[src/hw/cos_pkg.sv]
// Constants, register map and state type for the clock output block
`default_nettype none

package cos_pkg;

	// ----------
	// Register offsets
	// ----------
	localparam logic [7:0] ADDR_LOOP_STATE     = 8'h09;
	localparam logic [7:0] ADDR_FORCED_STATE   = 8'h4A;
	localparam logic [7:0] ADDR_SYNTH_STANDARD = 8'h38;
	localparam logic [7:0] ADDR_SYNTH_CODE     = 8'h39;
	localparam logic [7:0] ADDR_CAL_LOW        = 8'h3C;
	localparam logic [7:0] ADDR_CAL_HIGH       = 8'h3D;
	localparam logic [7:0] ADDR_SECONDARY_RATE = 8'h61;
	localparam logic [7:0] ADDR_PRIMARY_RATE   = 8'h62;
	localparam logic [7:0] ADDR_FRAME_ENABLES  = 8'h63;
	localparam logic [7:0] ADDR_LOW_RATE_SHAPE = 8'h7A;

	// ----------
	// Reset values
	// ----------
	localparam logic [7:0] RST_CAL_LOW       = 8'h99;
	localparam logic [7:0] RST_CAL_HIGH      = 8'h99;
	localparam logic [7:0] RST_FRAME_ENABLES = 8'hC0;
	localparam logic [7:0] RST_ZERO          = 8'h00;

	// ----------
	// Field positions
	// ----------
	localparam int STD_A_BIT      = 5;
	localparam int STD_B_BIT      = 6;
	localparam int CODE_A_LSB     = 4;
	localparam int CODE_B_LSB     = 6;
	localparam int SECONDARY_LSB  = 0;
	localparam int PRIMARY_LSB    = 4;
	localparam int FRAME_EN_BIT   = 7;
	localparam int MFRAME_EN_BIT  = 6;
	localparam int LOOP_SEL_BIT   = 7;
	localparam int SHAPE_2K_LSB   = 0;
	localparam int SHAPE_8K_LSB   = 2;
	localparam int FORCE_EN_BIT   = 3;

	// ----------
	// Rate select codes
	// ----------
	localparam logic [3:0] RATE_OFF     = 4'h0;
	localparam logic [3:0] RATE_2K      = 4'h1;
	localparam logic [3:0] RATE_8K      = 4'h2;
	localparam logic [3:0] RATE_SYNTH_B = 4'h3;
	localparam logic [3:0] RATE_SYNTH_A = 4'h4;
	localparam logic [3:0] RATE_MAIN_LO = 4'h5;

	// Main multiplier taps: /1 /2 /4 /6 /8 /12 /16 /48
	localparam int MAIN_TAPS = 8;
	localparam int TAP_M1  = 0;
	localparam int TAP_M2  = 1;
	localparam int TAP_M4  = 2;
	localparam int TAP_M6  = 3;
	localparam int TAP_M8  = 4;
	localparam int TAP_M12 = 5;
	localparam int TAP_M16 = 6;
	localparam int TAP_M48 = 7;
	// Aux multiplier taps: /4 /8 /16 /48 /64
	localparam int AUX_TAPS = 5;
	localparam int TAP_A4  = 0;
	localparam int TAP_A8  = 1;
	localparam int TAP_A16 = 2;
	localparam int TAP_A48 = 3;
	localparam int TAP_A64 = 4;
	// Synth taps indexed by {line standard, 2-bit code}
	localparam int SYNTH_TAPS = 8;

	// ----------
	// Timing at 10 MHz
	// ----------
	localparam longint CLOCK_HZ       = 10000000;
	localparam longint LOCK_QUAL_S    = 1;
	localparam longint TRIAL_LIMIT_S  = 100;
	localparam longint LOCK_QUAL_CYC  = LOCK_QUAL_S * CLOCK_HZ;
	localparam longint TRIAL_LIMIT_CYC = TRIAL_LIMIT_S * CLOCK_HZ;

	typedef enum logic [2:0] {
		ST_FREE_RUN,
		ST_PRE_LOCKED,
		ST_LOCKED,
		ST_LOST_PHASE,
		ST_HOLDOVER,
		ST_PRE_LOCKED2
	} cos_state_t;

endpackage : cos_pkg

`default_nettype wire

[src/hw/cos_clock_output.sv]
// Output rate select, low-rate shaping, loop state machine, calibration
//
// Summary of operation
// Secondary out rate: off, 2k, 8k, synth b, synth a, main/aux taps.
// Primary out same coding, but 0011 is main/2 and 0101 main/1.
// Synth a rate from 2-bit code and line-standard bit, eight rates.
// Synth b chosen independently with its own code and standard bit.
// Frame pulses from main loop; 2k/8k clock options from chosen loop.
// Each 2k or 8k output is clock or pulse, optionally inverted.
// Pulse width is one period of secondary out; software sets it fast.
// Two-bit control group shapes 2k primary and multiframe outputs.
// Frame and multiframe pulse outputs each have an enable bit.
// Free-run timing comes from the local oscillator, unsynchronised.
// Automatic control after reset; forced control commands the state.
// Free-run to pre-locked on selection; 100 s timeout back to free-run.
// Locked after one second of continuous phase lock from trial states.
// Lost-phase on lock loss; serious bucket anomaly disqualifies reference.
// Over 100 s in lost-phase disqualifies reference and raises alarm.
// After disqualification: pre-locked2 with good stand-by, else holdover.
// Holdover when reference invalid and no replacement available.
// Holdover freezes loop frequency at its value on entry.
// Holdover to pre-locked2 on selection, or revertive higher restore; the code takes the revertive path from locked only.
// Pre-locked2 not locked within 100 s returns to holdover, reselects.
// Main loop state readable as a 3-bit status field.
// Aux loop is automatic, starts in zero-offset holdover, else locked.
// 16-bit calibration, default 9999 hex meaning zero offset.
// Every state change raises a state change event.
// Six states carry distinct 3-bit codes for status and forcing.
`default_nettype none

module cos_clock_output #(
	parameter longint LOCK_QUAL_CYCLES   = cos_pkg::LOCK_QUAL_CYC,
	parameter longint TRIAL_LIMIT_CYCLES = cos_pkg::TRIAL_LIMIT_CYC
) (
	input  wire logic        clock,
	input  wire logic        resetn,
	// Register port
	input  wire logic [7:0]  regAddr,
	input  wire logic [7:0]  regWrData,
	input  wire logic        regWrite,
	input  wire logic        regRead,
	output logic      [7:0]  regRdData,
	// Clock taps from pins
	input  wire logic [7:0]  mainMulTaps,
	input  wire logic [4:0]  auxMulTaps,
	input  wire logic [7:0]  synthTaps,
	input  wire logic        main8k,
	input  wire logic        main2k,
	input  wire logic        aux8k,
	input  wire logic        aux2k,
	// Loop status from detectors and selection logic
	input  wire logic        refSelected,
	input  wire logic        phaseLocked,
	input  wire logic        bucketSerious,
	input  wire logic        standbyGood,
	input  wire logic        refInvalid,
	input  wire logic        revertive,
	input  wire logic        higherRestored,
	input  wire logic        auxPhaseLocked,
	// Outputs
	output logic             primaryClockOut,
	output logic             secondaryClockOut,
	output logic             framePulseOut,
	output logic             multiframePulseOut,
	output logic      [2:0]  mainLoopState,
	output logic             stateChangeEvent,
	output logic             refDisqualify,
	output logic             phaseAlarm,
	output logic             reselectRequest,
	output logic             useLocalOsc,
	output logic             holdoverFreeze,
	output logic             auxLoopLocked,
	output logic      [15:0] oscCalibration
);

	localparam int NPIN = 8 + 5 + 8 + 4;

	// ----------
	// Pin synchronisers
	// ----------
	logic [NPIN-1:0] pinMeta;
	logic [NPIN-1:0] pinSync;

	always_ff @(posedge clock) begin
		if (!resetn) begin
			pinMeta <= '0;
			pinSync <= '0;
		end else begin
			pinMeta <= {mainMulTaps, auxMulTaps, synthTaps,
			            main8k, main2k, aux8k, aux2k};
			pinSync <= pinMeta;
		end
	end

	logic [7:0] mainTap;
	logic [4:0] auxTap;
	logic [7:0] synthTap;
	logic       m8k;
	logic       m2k;
	logic       a8k;
	logic       a2k;

	assign {mainTap, auxTap, synthTap, m8k, m2k, a8k, a2k} = pinSync;

	// ----------
	// Registers
	// ----------
	logic [7:0] synthStandard;
	logic [7:0] synthCode;
	logic [7:0] calLow;
	logic [7:0] calHigh;
	logic [7:0] secondaryRate;
	logic [7:0] primaryRate;
	logic [7:0] frameEnables;
	logic [7:0] lowRateShape;
	logic [7:0] forcedState;
	cos_pkg::cos_state_t state;

	always_ff @(posedge clock) begin
		if (!resetn) begin
			synthStandard <= cos_pkg::RST_ZERO;
			synthCode     <= cos_pkg::RST_ZERO;
			calLow        <= cos_pkg::RST_CAL_LOW;
			calHigh       <= cos_pkg::RST_CAL_HIGH;
			secondaryRate <= cos_pkg::RST_ZERO;
			primaryRate   <= cos_pkg::RST_ZERO;
			frameEnables  <= cos_pkg::RST_FRAME_ENABLES;
			lowRateShape  <= cos_pkg::RST_ZERO;
			forcedState   <= cos_pkg::RST_ZERO;
		end else if (regWrite) begin
			case (regAddr)
				cos_pkg::ADDR_SYNTH_STANDARD: synthStandard <= regWrData;
				cos_pkg::ADDR_SYNTH_CODE:     synthCode     <= regWrData;
				cos_pkg::ADDR_CAL_LOW:        calLow        <= regWrData;
				cos_pkg::ADDR_CAL_HIGH:       calHigh       <= regWrData;
				cos_pkg::ADDR_SECONDARY_RATE: secondaryRate <= regWrData;
				cos_pkg::ADDR_PRIMARY_RATE:   primaryRate   <= regWrData;
				cos_pkg::ADDR_FRAME_ENABLES:  frameEnables  <= regWrData;
				cos_pkg::ADDR_LOW_RATE_SHAPE: lowRateShape  <= regWrData;
				cos_pkg::ADDR_FORCED_STATE:   forcedState   <= regWrData;
				default: ;
			endcase
		end
	end

	logic [7:0] next_regRdData;

	always_comb begin
		case (regAddr)
			cos_pkg::ADDR_LOOP_STATE:
				next_regRdData = {5'h00, state};
			cos_pkg::ADDR_SYNTH_STANDARD: next_regRdData = synthStandard;
			cos_pkg::ADDR_SYNTH_CODE:     next_regRdData = synthCode;
			cos_pkg::ADDR_CAL_LOW:        next_regRdData = calLow;
			cos_pkg::ADDR_CAL_HIGH:       next_regRdData = calHigh;
			cos_pkg::ADDR_SECONDARY_RATE: next_regRdData = secondaryRate;
			cos_pkg::ADDR_PRIMARY_RATE:   next_regRdData = primaryRate;
			cos_pkg::ADDR_FRAME_ENABLES:  next_regRdData = frameEnables;
			cos_pkg::ADDR_LOW_RATE_SHAPE: next_regRdData = lowRateShape;
			cos_pkg::ADDR_FORCED_STATE:   next_regRdData = forcedState;
			default:                      next_regRdData = 8'h00;
		endcase
	end

	always_ff @(posedge clock) begin
		if (!resetn)
			regRdData <= 8'h00;
		else if (regRead)
			regRdData <= next_regRdData;
	end

	assign oscCalibration = {calHigh, calLow};

	// ----------
	// Synth rate selection
	// ----------
	logic synthA;
	logic synthB;

	assign synthA = synthTap[{synthStandard[cos_pkg::STD_A_BIT],
	                 synthCode[cos_pkg::CODE_A_LSB +: 2]}];
	assign synthB = synthTap[{synthStandard[cos_pkg::STD_B_BIT],
	                 synthCode[cos_pkg::CODE_B_LSB +: 2]}];

	// ----------
	// Low-rate shaping
	// ----------
	logic       loopSelAux;
	logic [3:0] lowRateIn;
	logic [3:0] lowRateOut;
	logic [3:0] isTwoK;

	assign loopSelAux = lowRateShape[cos_pkg::LOOP_SEL_BIT];
	// 0 frame, 1 multiframe, 2 port 8k, 3 port 2k
	assign lowRateIn = {loopSelAux ? a2k : m2k,
	                    loopSelAux ? a8k : m8k,
	                    m2k, m8k};
	assign isTwoK = 4'hA;

	genvar gi;
	generate
		for (gi = 0; gi < 4; gi++) begin : g_shape
			logic [1:0] ctl;
			assign ctl = isTwoK[gi]
				? lowRateShape[cos_pkg::SHAPE_2K_LSB +: 2]
				: lowRateShape[cos_pkg::SHAPE_8K_LSB +: 2];
			cos_shaper u_shape (
				.clock      (clock),
				.resetn     (resetn),
				.rateLevel  (lowRateIn[gi]),
				.widthLevel (secondaryClockOut),
				.pulseMode  (ctl[0]),
				.invert     (ctl[1]),
				.shaped     (lowRateOut[gi])
			);
		end
	endgenerate

	always_ff @(posedge clock) begin
		if (!resetn) begin
			framePulseOut      <= 1'b0;
			multiframePulseOut <= 1'b0;
		end else begin
			framePulseOut      <= lowRateOut[0] &
				frameEnables[cos_pkg::FRAME_EN_BIT];
			multiframePulseOut <= lowRateOut[1] &
				frameEnables[cos_pkg::MFRAME_EN_BIT];
		end
	end

	// ----------
	// Port rate muxes
	// ----------
	function automatic logic rateMux(input logic [3:0] code,
	                                 input logic primary,
	                                 input logic [7:0] mt,
	                                 input logic [4:0] at,
	                                 input logic l2k, input logic l8k,
	                                 input logic sa, input logic sb);
		case (code)
			cos_pkg::RATE_OFF:     rateMux = 1'b0;
			cos_pkg::RATE_2K:      rateMux = l2k;
			cos_pkg::RATE_8K:      rateMux = l8k;
			cos_pkg::RATE_SYNTH_B:
				rateMux = primary ? mt[cos_pkg::TAP_M2] : sb;
			cos_pkg::RATE_SYNTH_A: rateMux = sa;
			cos_pkg::RATE_MAIN_LO:
				rateMux = primary ? mt[cos_pkg::TAP_M1]
				                  : mt[cos_pkg::TAP_M48];
			4'h6: rateMux = mt[cos_pkg::TAP_M16];
			4'h7: rateMux = mt[cos_pkg::TAP_M12];
			4'h8: rateMux = mt[cos_pkg::TAP_M8];
			4'h9: rateMux = mt[cos_pkg::TAP_M6];
			4'hA: rateMux = mt[cos_pkg::TAP_M4];
			4'hB: rateMux = at[cos_pkg::TAP_A64];
			4'hC: rateMux = at[cos_pkg::TAP_A48];
			4'hD: rateMux = at[cos_pkg::TAP_A16];
			4'hE: rateMux = at[cos_pkg::TAP_A8];
			default: rateMux = at[cos_pkg::TAP_A4];
		endcase
	endfunction : rateMux

	always_ff @(posedge clock) begin
		if (!resetn) begin
			secondaryClockOut <= 1'b0;
			primaryClockOut   <= 1'b0;
		end else begin
			secondaryClockOut <= rateMux(
				secondaryRate[cos_pkg::SECONDARY_LSB +: 4], 1'b0,
				mainTap, auxTap, lowRateOut[3], lowRateOut[2],
				synthA, synthB);
			primaryClockOut <= rateMux(
				primaryRate[cos_pkg::PRIMARY_LSB +: 4], 1'b1,
				mainTap, auxTap, lowRateOut[3], lowRateOut[2],
				synthA, synthB);
		end
	end

	// ----------
	// Main loop state machine
	// ----------
	cos_pkg::cos_state_t next_state;
	logic lockQualified;
	logic trialExpired;
	logic inTrial;
	logic stateMoves;
	logic forceOn;
	logic next_disqualify;
	logic next_alarm;
	logic next_reselect;

	assign inTrial = (state == cos_pkg::ST_PRE_LOCKED)
	              || (state == cos_pkg::ST_PRE_LOCKED2)
	              || (state == cos_pkg::ST_LOST_PHASE);
	assign stateMoves = (next_state != state);
	assign forceOn = forcedState[cos_pkg::FORCE_EN_BIT];

	cos_timer #(.COUNT(LOCK_QUAL_CYCLES)) u_lockTimer (
		.clock   (clock),
		.resetn  (resetn),
		.clear   (stateMoves),
		.run     (inTrial & phaseLocked),
		.expired (lockQualified)
	);

	cos_timer #(.COUNT(TRIAL_LIMIT_CYCLES)) u_trialTimer (
		.clock   (clock),
		.resetn  (resetn),
		.clear   (stateMoves),
		.run     (inTrial),
		.expired (trialExpired)
	);

	always_comb begin
		next_state      = state;
		next_disqualify = 1'b0;
		next_alarm      = 1'b0;
		next_reselect   = 1'b0;
		if (forceOn) begin
			if (forcedState[2:0] <= 3'h5)
				next_state = cos_pkg::cos_state_t'(forcedState[2:0]);
		end else begin
			case (state)
				cos_pkg::ST_FREE_RUN:
					if (refSelected)
						next_state = cos_pkg::ST_PRE_LOCKED;
				cos_pkg::ST_PRE_LOCKED:
					if (lockQualified)
						next_state = cos_pkg::ST_LOCKED;
					else if (trialExpired) begin
						next_state    = cos_pkg::ST_FREE_RUN;
						next_reselect = 1'b1;
					end
				cos_pkg::ST_LOCKED:
					if (refInvalid && !standbyGood)
						next_state = cos_pkg::ST_HOLDOVER;
					else if (!phaseLocked)
						next_state = cos_pkg::ST_LOST_PHASE;
					else if (revertive && higherRestored)
						next_state = cos_pkg::ST_PRE_LOCKED2;
				cos_pkg::ST_LOST_PHASE:
					if (lockQualified)
						next_state = cos_pkg::ST_LOCKED;
					else if (bucketSerious || trialExpired
					         || refInvalid) begin
						next_disqualify = 1'b1;
						next_alarm      = trialExpired;
						next_state = standbyGood
							? cos_pkg::ST_PRE_LOCKED2
							: cos_pkg::ST_HOLDOVER;
					end
				cos_pkg::ST_HOLDOVER:
					if (refSelected)
						next_state = cos_pkg::ST_PRE_LOCKED2;
				cos_pkg::ST_PRE_LOCKED2:
					if (lockQualified)
						next_state = cos_pkg::ST_LOCKED;
					else if (trialExpired) begin
						next_state    = cos_pkg::ST_HOLDOVER;
						next_reselect = 1'b1;
					end
				default: next_state = cos_pkg::ST_FREE_RUN;
			endcase
		end
	end

	always_ff @(posedge clock) begin
		if (!resetn)
			state <= cos_pkg::ST_FREE_RUN;
		else
			state <= next_state;
	end

	always_ff @(posedge clock) begin
		if (!resetn) begin
			stateChangeEvent <= 1'b0;
			refDisqualify    <= 1'b0;
			phaseAlarm       <= 1'b0;
			reselectRequest  <= 1'b0;
		end else begin
			stateChangeEvent <= stateMoves;
			refDisqualify    <= next_disqualify;
			phaseAlarm       <= next_alarm;
			reselectRequest  <= next_reselect;
		end
	end

	assign mainLoopState  = state;
	assign useLocalOsc    = (state == cos_pkg::ST_FREE_RUN);
	assign holdoverFreeze = (state == cos_pkg::ST_HOLDOVER);

	// ----------
	// Aux loop: holdover at start-up, locked when its detector agrees
	// ----------
	always_ff @(posedge clock) begin
		if (!resetn)
			auxLoopLocked <= 1'b0;
		else
			auxLoopLocked <= auxPhaseLocked;
	end

endmodule : cos_clock_output

`default_nettype wire

[src/hw/cos_shaper.sv]
// Low-rate clock or pulse shaper with optional inversion
`default_nettype none

module cos_shaper (
	input  wire logic clock,
	input  wire logic resetn,
	input  wire logic rateLevel,
	input  wire logic widthLevel,
	input  wire logic pulseMode,
	input  wire logic invert,
	output logic      shaped
);

	logic prevRate;
	logic prevWidth;
	logic pulseActive;
	logic rateFall;
	logic widthFall;

	assign rateFall  = prevRate & ~rateLevel;
	assign widthFall = prevWidth & ~widthLevel;

	always_ff @(posedge clock) begin
		if (!resetn) begin
			prevRate  <= 1'b0;
			prevWidth <= 1'b0;
		end else begin
			prevRate  <= rateLevel;
			prevWidth <= widthLevel;
		end
	end

	// Pulse opens on the low-rate falling edge, closes one width period on
	always_ff @(posedge clock) begin
		if (!resetn)
			pulseActive <= 1'b0;
		else if (rateFall)
			pulseActive <= 1'b1;
		else if (widthFall)
			pulseActive <= 1'b0;
	end

	always_ff @(posedge clock) begin
		if (!resetn)
			shaped <= 1'b0;
		else
			shaped <= (pulseMode ? pulseActive : rateLevel) ^ invert;
	end

endmodule : cos_shaper

`default_nettype wire

[src/hw/cos_timer.sv]
// Saturating interval timer with synchronous clear
`default_nettype none

module cos_timer #(
	parameter longint COUNT = 10
) (
	input  wire logic clock,
	input  wire logic resetn,
	input  wire logic clear,
	input  wire logic run,
	output logic      expired
);

	localparam int W = $clog2(COUNT + 1);
	localparam logic [W-1:0] LAST = W'(COUNT);
	localparam logic [W-1:0] ONE  = W'(1);

	logic [W-1:0] count;

	always_ff @(posedge clock) begin
		if (!resetn)
			count <= '0;
		else if (clear || !run)
			count <= '0;
		else if (count != LAST)
			count <= count + ONE;
	end

	assign expired = (count == LAST);

endmodule : cos_timer

`default_nettype wire

[config.mk]
export PLATFORM = sky130hd
export DESIGN_NAME = cos_clock_output
export DESIGN_NICKNAME = d
export VERILOG_FILES = /design/src/hw/cos_pkg.sv /design/src/hw/cos_clock_output.sv /design/src/hw/cos_shaper.sv /design/src/hw/cos_timer.sv
export SDC_FILE = /design/constraint.sdc
export NUM_CORES = 1
export LEC_CHECK = 0
export BUFFER_PORTS_ARGS = -buffer_cell sky130_fd_sc_hd__buf_2
export CAP_MARGIN = 10
export CORE_UTILIZATION = 45
export CTS_CLUSTER_DIAMETER = 80
export DETAILED_ROUTE_END_ITERATION = 10
export PLACE_DENSITY = 0.65
export SKIP_CTS_REPAIR_TIMING = 1
export SLEW_MARGIN = 5
export SYNTH_ARGS = -nofsm -noshare
export SYNTH_HDL_FRONTEND = slang
export SYNTH_HIERARCHICAL = 1
export SYNTH_SLANG_ARGS = --single-unit
[constraint.sdc]
create_clock -name clock -period 5.2 [get_ports clock]
set_input_delay 0 -clock clock [delete_from_list [all_inputs] [get_ports clock]]
set_output_delay 0 -clock clock [all_outputs]
set_load 0.1 [all_outputs]
==> impl_metrics.tcl <==
set metrics [dict create \
    status "finished clean" \
    h-tree-depth 1 \
    vias_per_cell 5.50 \
    drc_errors 0 \
    synth_area_leader_cell "dfxtp_1" \
    cts_root_buffer "clkbuf_16" \
    syn_to_final_growth_pct 17.8 \
    fill_cells 1894 \
    syn_avg_cell_area_sq_um 9.16 \
    dieArea_sq_um 21800 \
    synthCells 1041 \
    fp-row-count 52 \
    synth-edff-count 0 \
    clock_skew_ps 10.7 \
    detail_route.wl_per_cell_microns 16.6 \
    start_util_pct 46.6 \
    synthTopCellsByArea "dfxtp_1, mux2i_1, and2_1, nor2_1, nand2_1" \
    vias 7792 \
    core_sq_um 20500 \
    insertion_delay_ps 510 \
    numPortBuffers 90 \
    critPathCaptureType "flop" \
    total_power_mw 3.59 \
    first_pass_iters 4 \
    critical_path_class "flop to flop" \
    clock_sinks 212 \
    hold_class "input port to flop" \
    yosys.cell_count.top_type "dfxtp_1" \
    power.density_nw_per_um2 320 \
    antenna_found_initial 1 \
    clockBufferDepth 3 \
    placed_cells 1339 \
    ys_warn_count 6 \
    setup_viol 0 \
    place.gp.congestion 0.885 \
    first_iter_violations 473 \
    die_h_microns 148 \
    p_int_mw 2.80 \
    rsz0062_at_grt "false" \
    antenna_cells 0 \
    final_layout_size_suffix_gt1_share_pct 15.0 \
    drv_slew 0 \
    path_clk_slew_ps 60 \
    cts_tree "yes" \
    synth_fp_nets 1098 \
    fin_crit_ps 3730 \
    worstPathMaxFanout 30 \
    stdcell_count 1418 \
    grt_max_degree 85 \
    vdd_drop_max_v 0.000289 \
    max-cap-violations 0 \
    fmax_mhz 268 \
    cts_buffers 23 \
    nNetsFinal 1189 \
    grt_pass1_vias 7113 \
    ys_seq_area_share_pct 44.5 \
    overflow 0 \
    p_leak_nw 4.27 \
    slew_headroom_pct 22.4 \
    p_switching_uw 790 \
    yosysUniqueCellTypes 84 \
    synth_flop_cell "dfxtp_1" \
    grt_first_pass_wirelength_mm 36.9 \
    async_flop_share_pct 0 \
    tightest_slew_ps 1160 \
    startpoint_type "flop" \
    sw_frac_of_total_pct 22.0 \
    required_ps 5600 \
    ant_nets 0 \
    ios 91 \
    clkPwrFrac_pct 48.8 \
    arrival_ps 4130 \
    ff2ff_path_depth 13 \
    utilization_pct 54.8 \
    synth_common_cells "dfxtp_1, nor2_1, nand2_1" \
    die_width_microns 148 \
    synth_top_cell_area_share_pct 44.5 \
    p_seq_share_pct 46.2 \
    fin_tns_setup_ps 0 \
    holdPathStages 3 \
    hold_viol_final 0 \
    netlist_area_sq_um 9540 \
    ys_ff_latch 212 \
    fin_crit_sh_pct 71.8 \
    power_frac_comb_pct 5.0 \
    grt_use_total_pct 21.0 \
    drt_wl_total_mm 23.5 \
    hpwl_mm 15.9 \
]
==> through the flow <==
stage	hold slack (ps)	worst slack [ps]	area, sq um
finish	22.0	1470	11200
global route	30.7	1100	11200
CTS	-324	1380	10900
detailed placement	208	1430	10000
global placement	205	1600	10000
floorplan	122	1650	9540
==> worst max-delay path, cell delays in order, from the launching register on <==
cell and delay [ps]:
dfxtp_1 420, inv_1 100, ha_1 200, nor4b_1 140
nand4_1 110, nor3_2 40, buf_4 160, nor3_1 360
nand3_1 140, and3b_1 200, o31ai_1 250, nand4_1 200
nand3b_1 900, a21oi_1 390
==> layer usage <==
metal  GRT usage (%)  vias to the layer above  share of wire (%)
met2            34.4                      218                 46
met4            6.65                        0                2.7
met5               0                        -                  0
met1            27.8                     3660                 45
met3            4.26                       48                6.3
li1                -                     3866                  -
==> final timing paths <==
path,startpoint,endpoint,slack [ps]
worst max-delay path,u_trialTimer/count[0],u_trialTimer/count[18],1470
worst min-delay path,regRead,regRdData[6],20
worst min register to register,pinMeta[20],pinSync[20],430
worst max register to register,u_trialTimer/count[0],u_trialTimer/count[18],1470
==> cell type report <==
cell class,instances,area [sq um],area share [%]
well taps,270,338,3.01
clock buffers,28,644,5.73
flip-flops and latches,212,4240,37.8
clock inverters,13,181,1.61
inverters,20,75.1,0.668
repair buffers,131,853,7.59
multi-input cells,744,4900,43.6
==> layout by cell type (no fill, tap or decap), types with 4 or more instances in the layout <==
master,count
o41ai_1,4
mux2i_1,74
dfxtp_1,212
clkbuf_8,5
and3_1,18
mux4_2,5
ha_1,4
nand2b_1,10
a22oi_1,10
nand3_1,45
nor3_1,13
buf_2,90
o21ai_0,27
dlygate4sd3_1,38
and4_1,6
nor4_1,13
a21boi_0,7
a21oi_1,39
nor2b_1,12
nor2_1,107
o211ai_1,7
nand3_2,6
nand3b_1,11
bufinv_16,4
clkinv_2,5
clkbuf_16,23
mux2_2,8
nand4_1,19
xnor2_1,25
inv_1,19
xor2_1,18
and2_1,69
and3b_1,7
nor3b_1,7
or4_1,8
a31oi_1,5
nand2_1,77
o31ai_1,6
==> flip-flops by register name, indices dropped and copies added (netlist names), 24 cells and up <==
name and count:
pinMeta 25, pinSync 25, u_lockTimer/count 24, u_trialTimer/count 30
==> power groups by stage <==
stage               logic [mW]  registers, mW  clock network [mW]
floorplan               0.0940           1.71                   0
global placement         0.157           1.69                   0
detailed placement       0.157           1.70                   0
CTS                      0.158           1.66                1.79
global route             0.195           1.66                1.86
finish                   0.181           1.66                1.75
==> logic make-up (layout without fill, tap and decap cells) <==
kind of cell    after synthesis  count (layout)  synth area share (%)
compound gates              151             151                  10.6
xor+xnor                     43              43                  3.95
fa+ha+maj                     4               4                 0.525
buf+inv                      85             192                  4.14
flops                       212             212                  44.5
mux                          87              87                  9.89
simple gates                459             459                  26.4
Power figures use the tool's default switching activity.
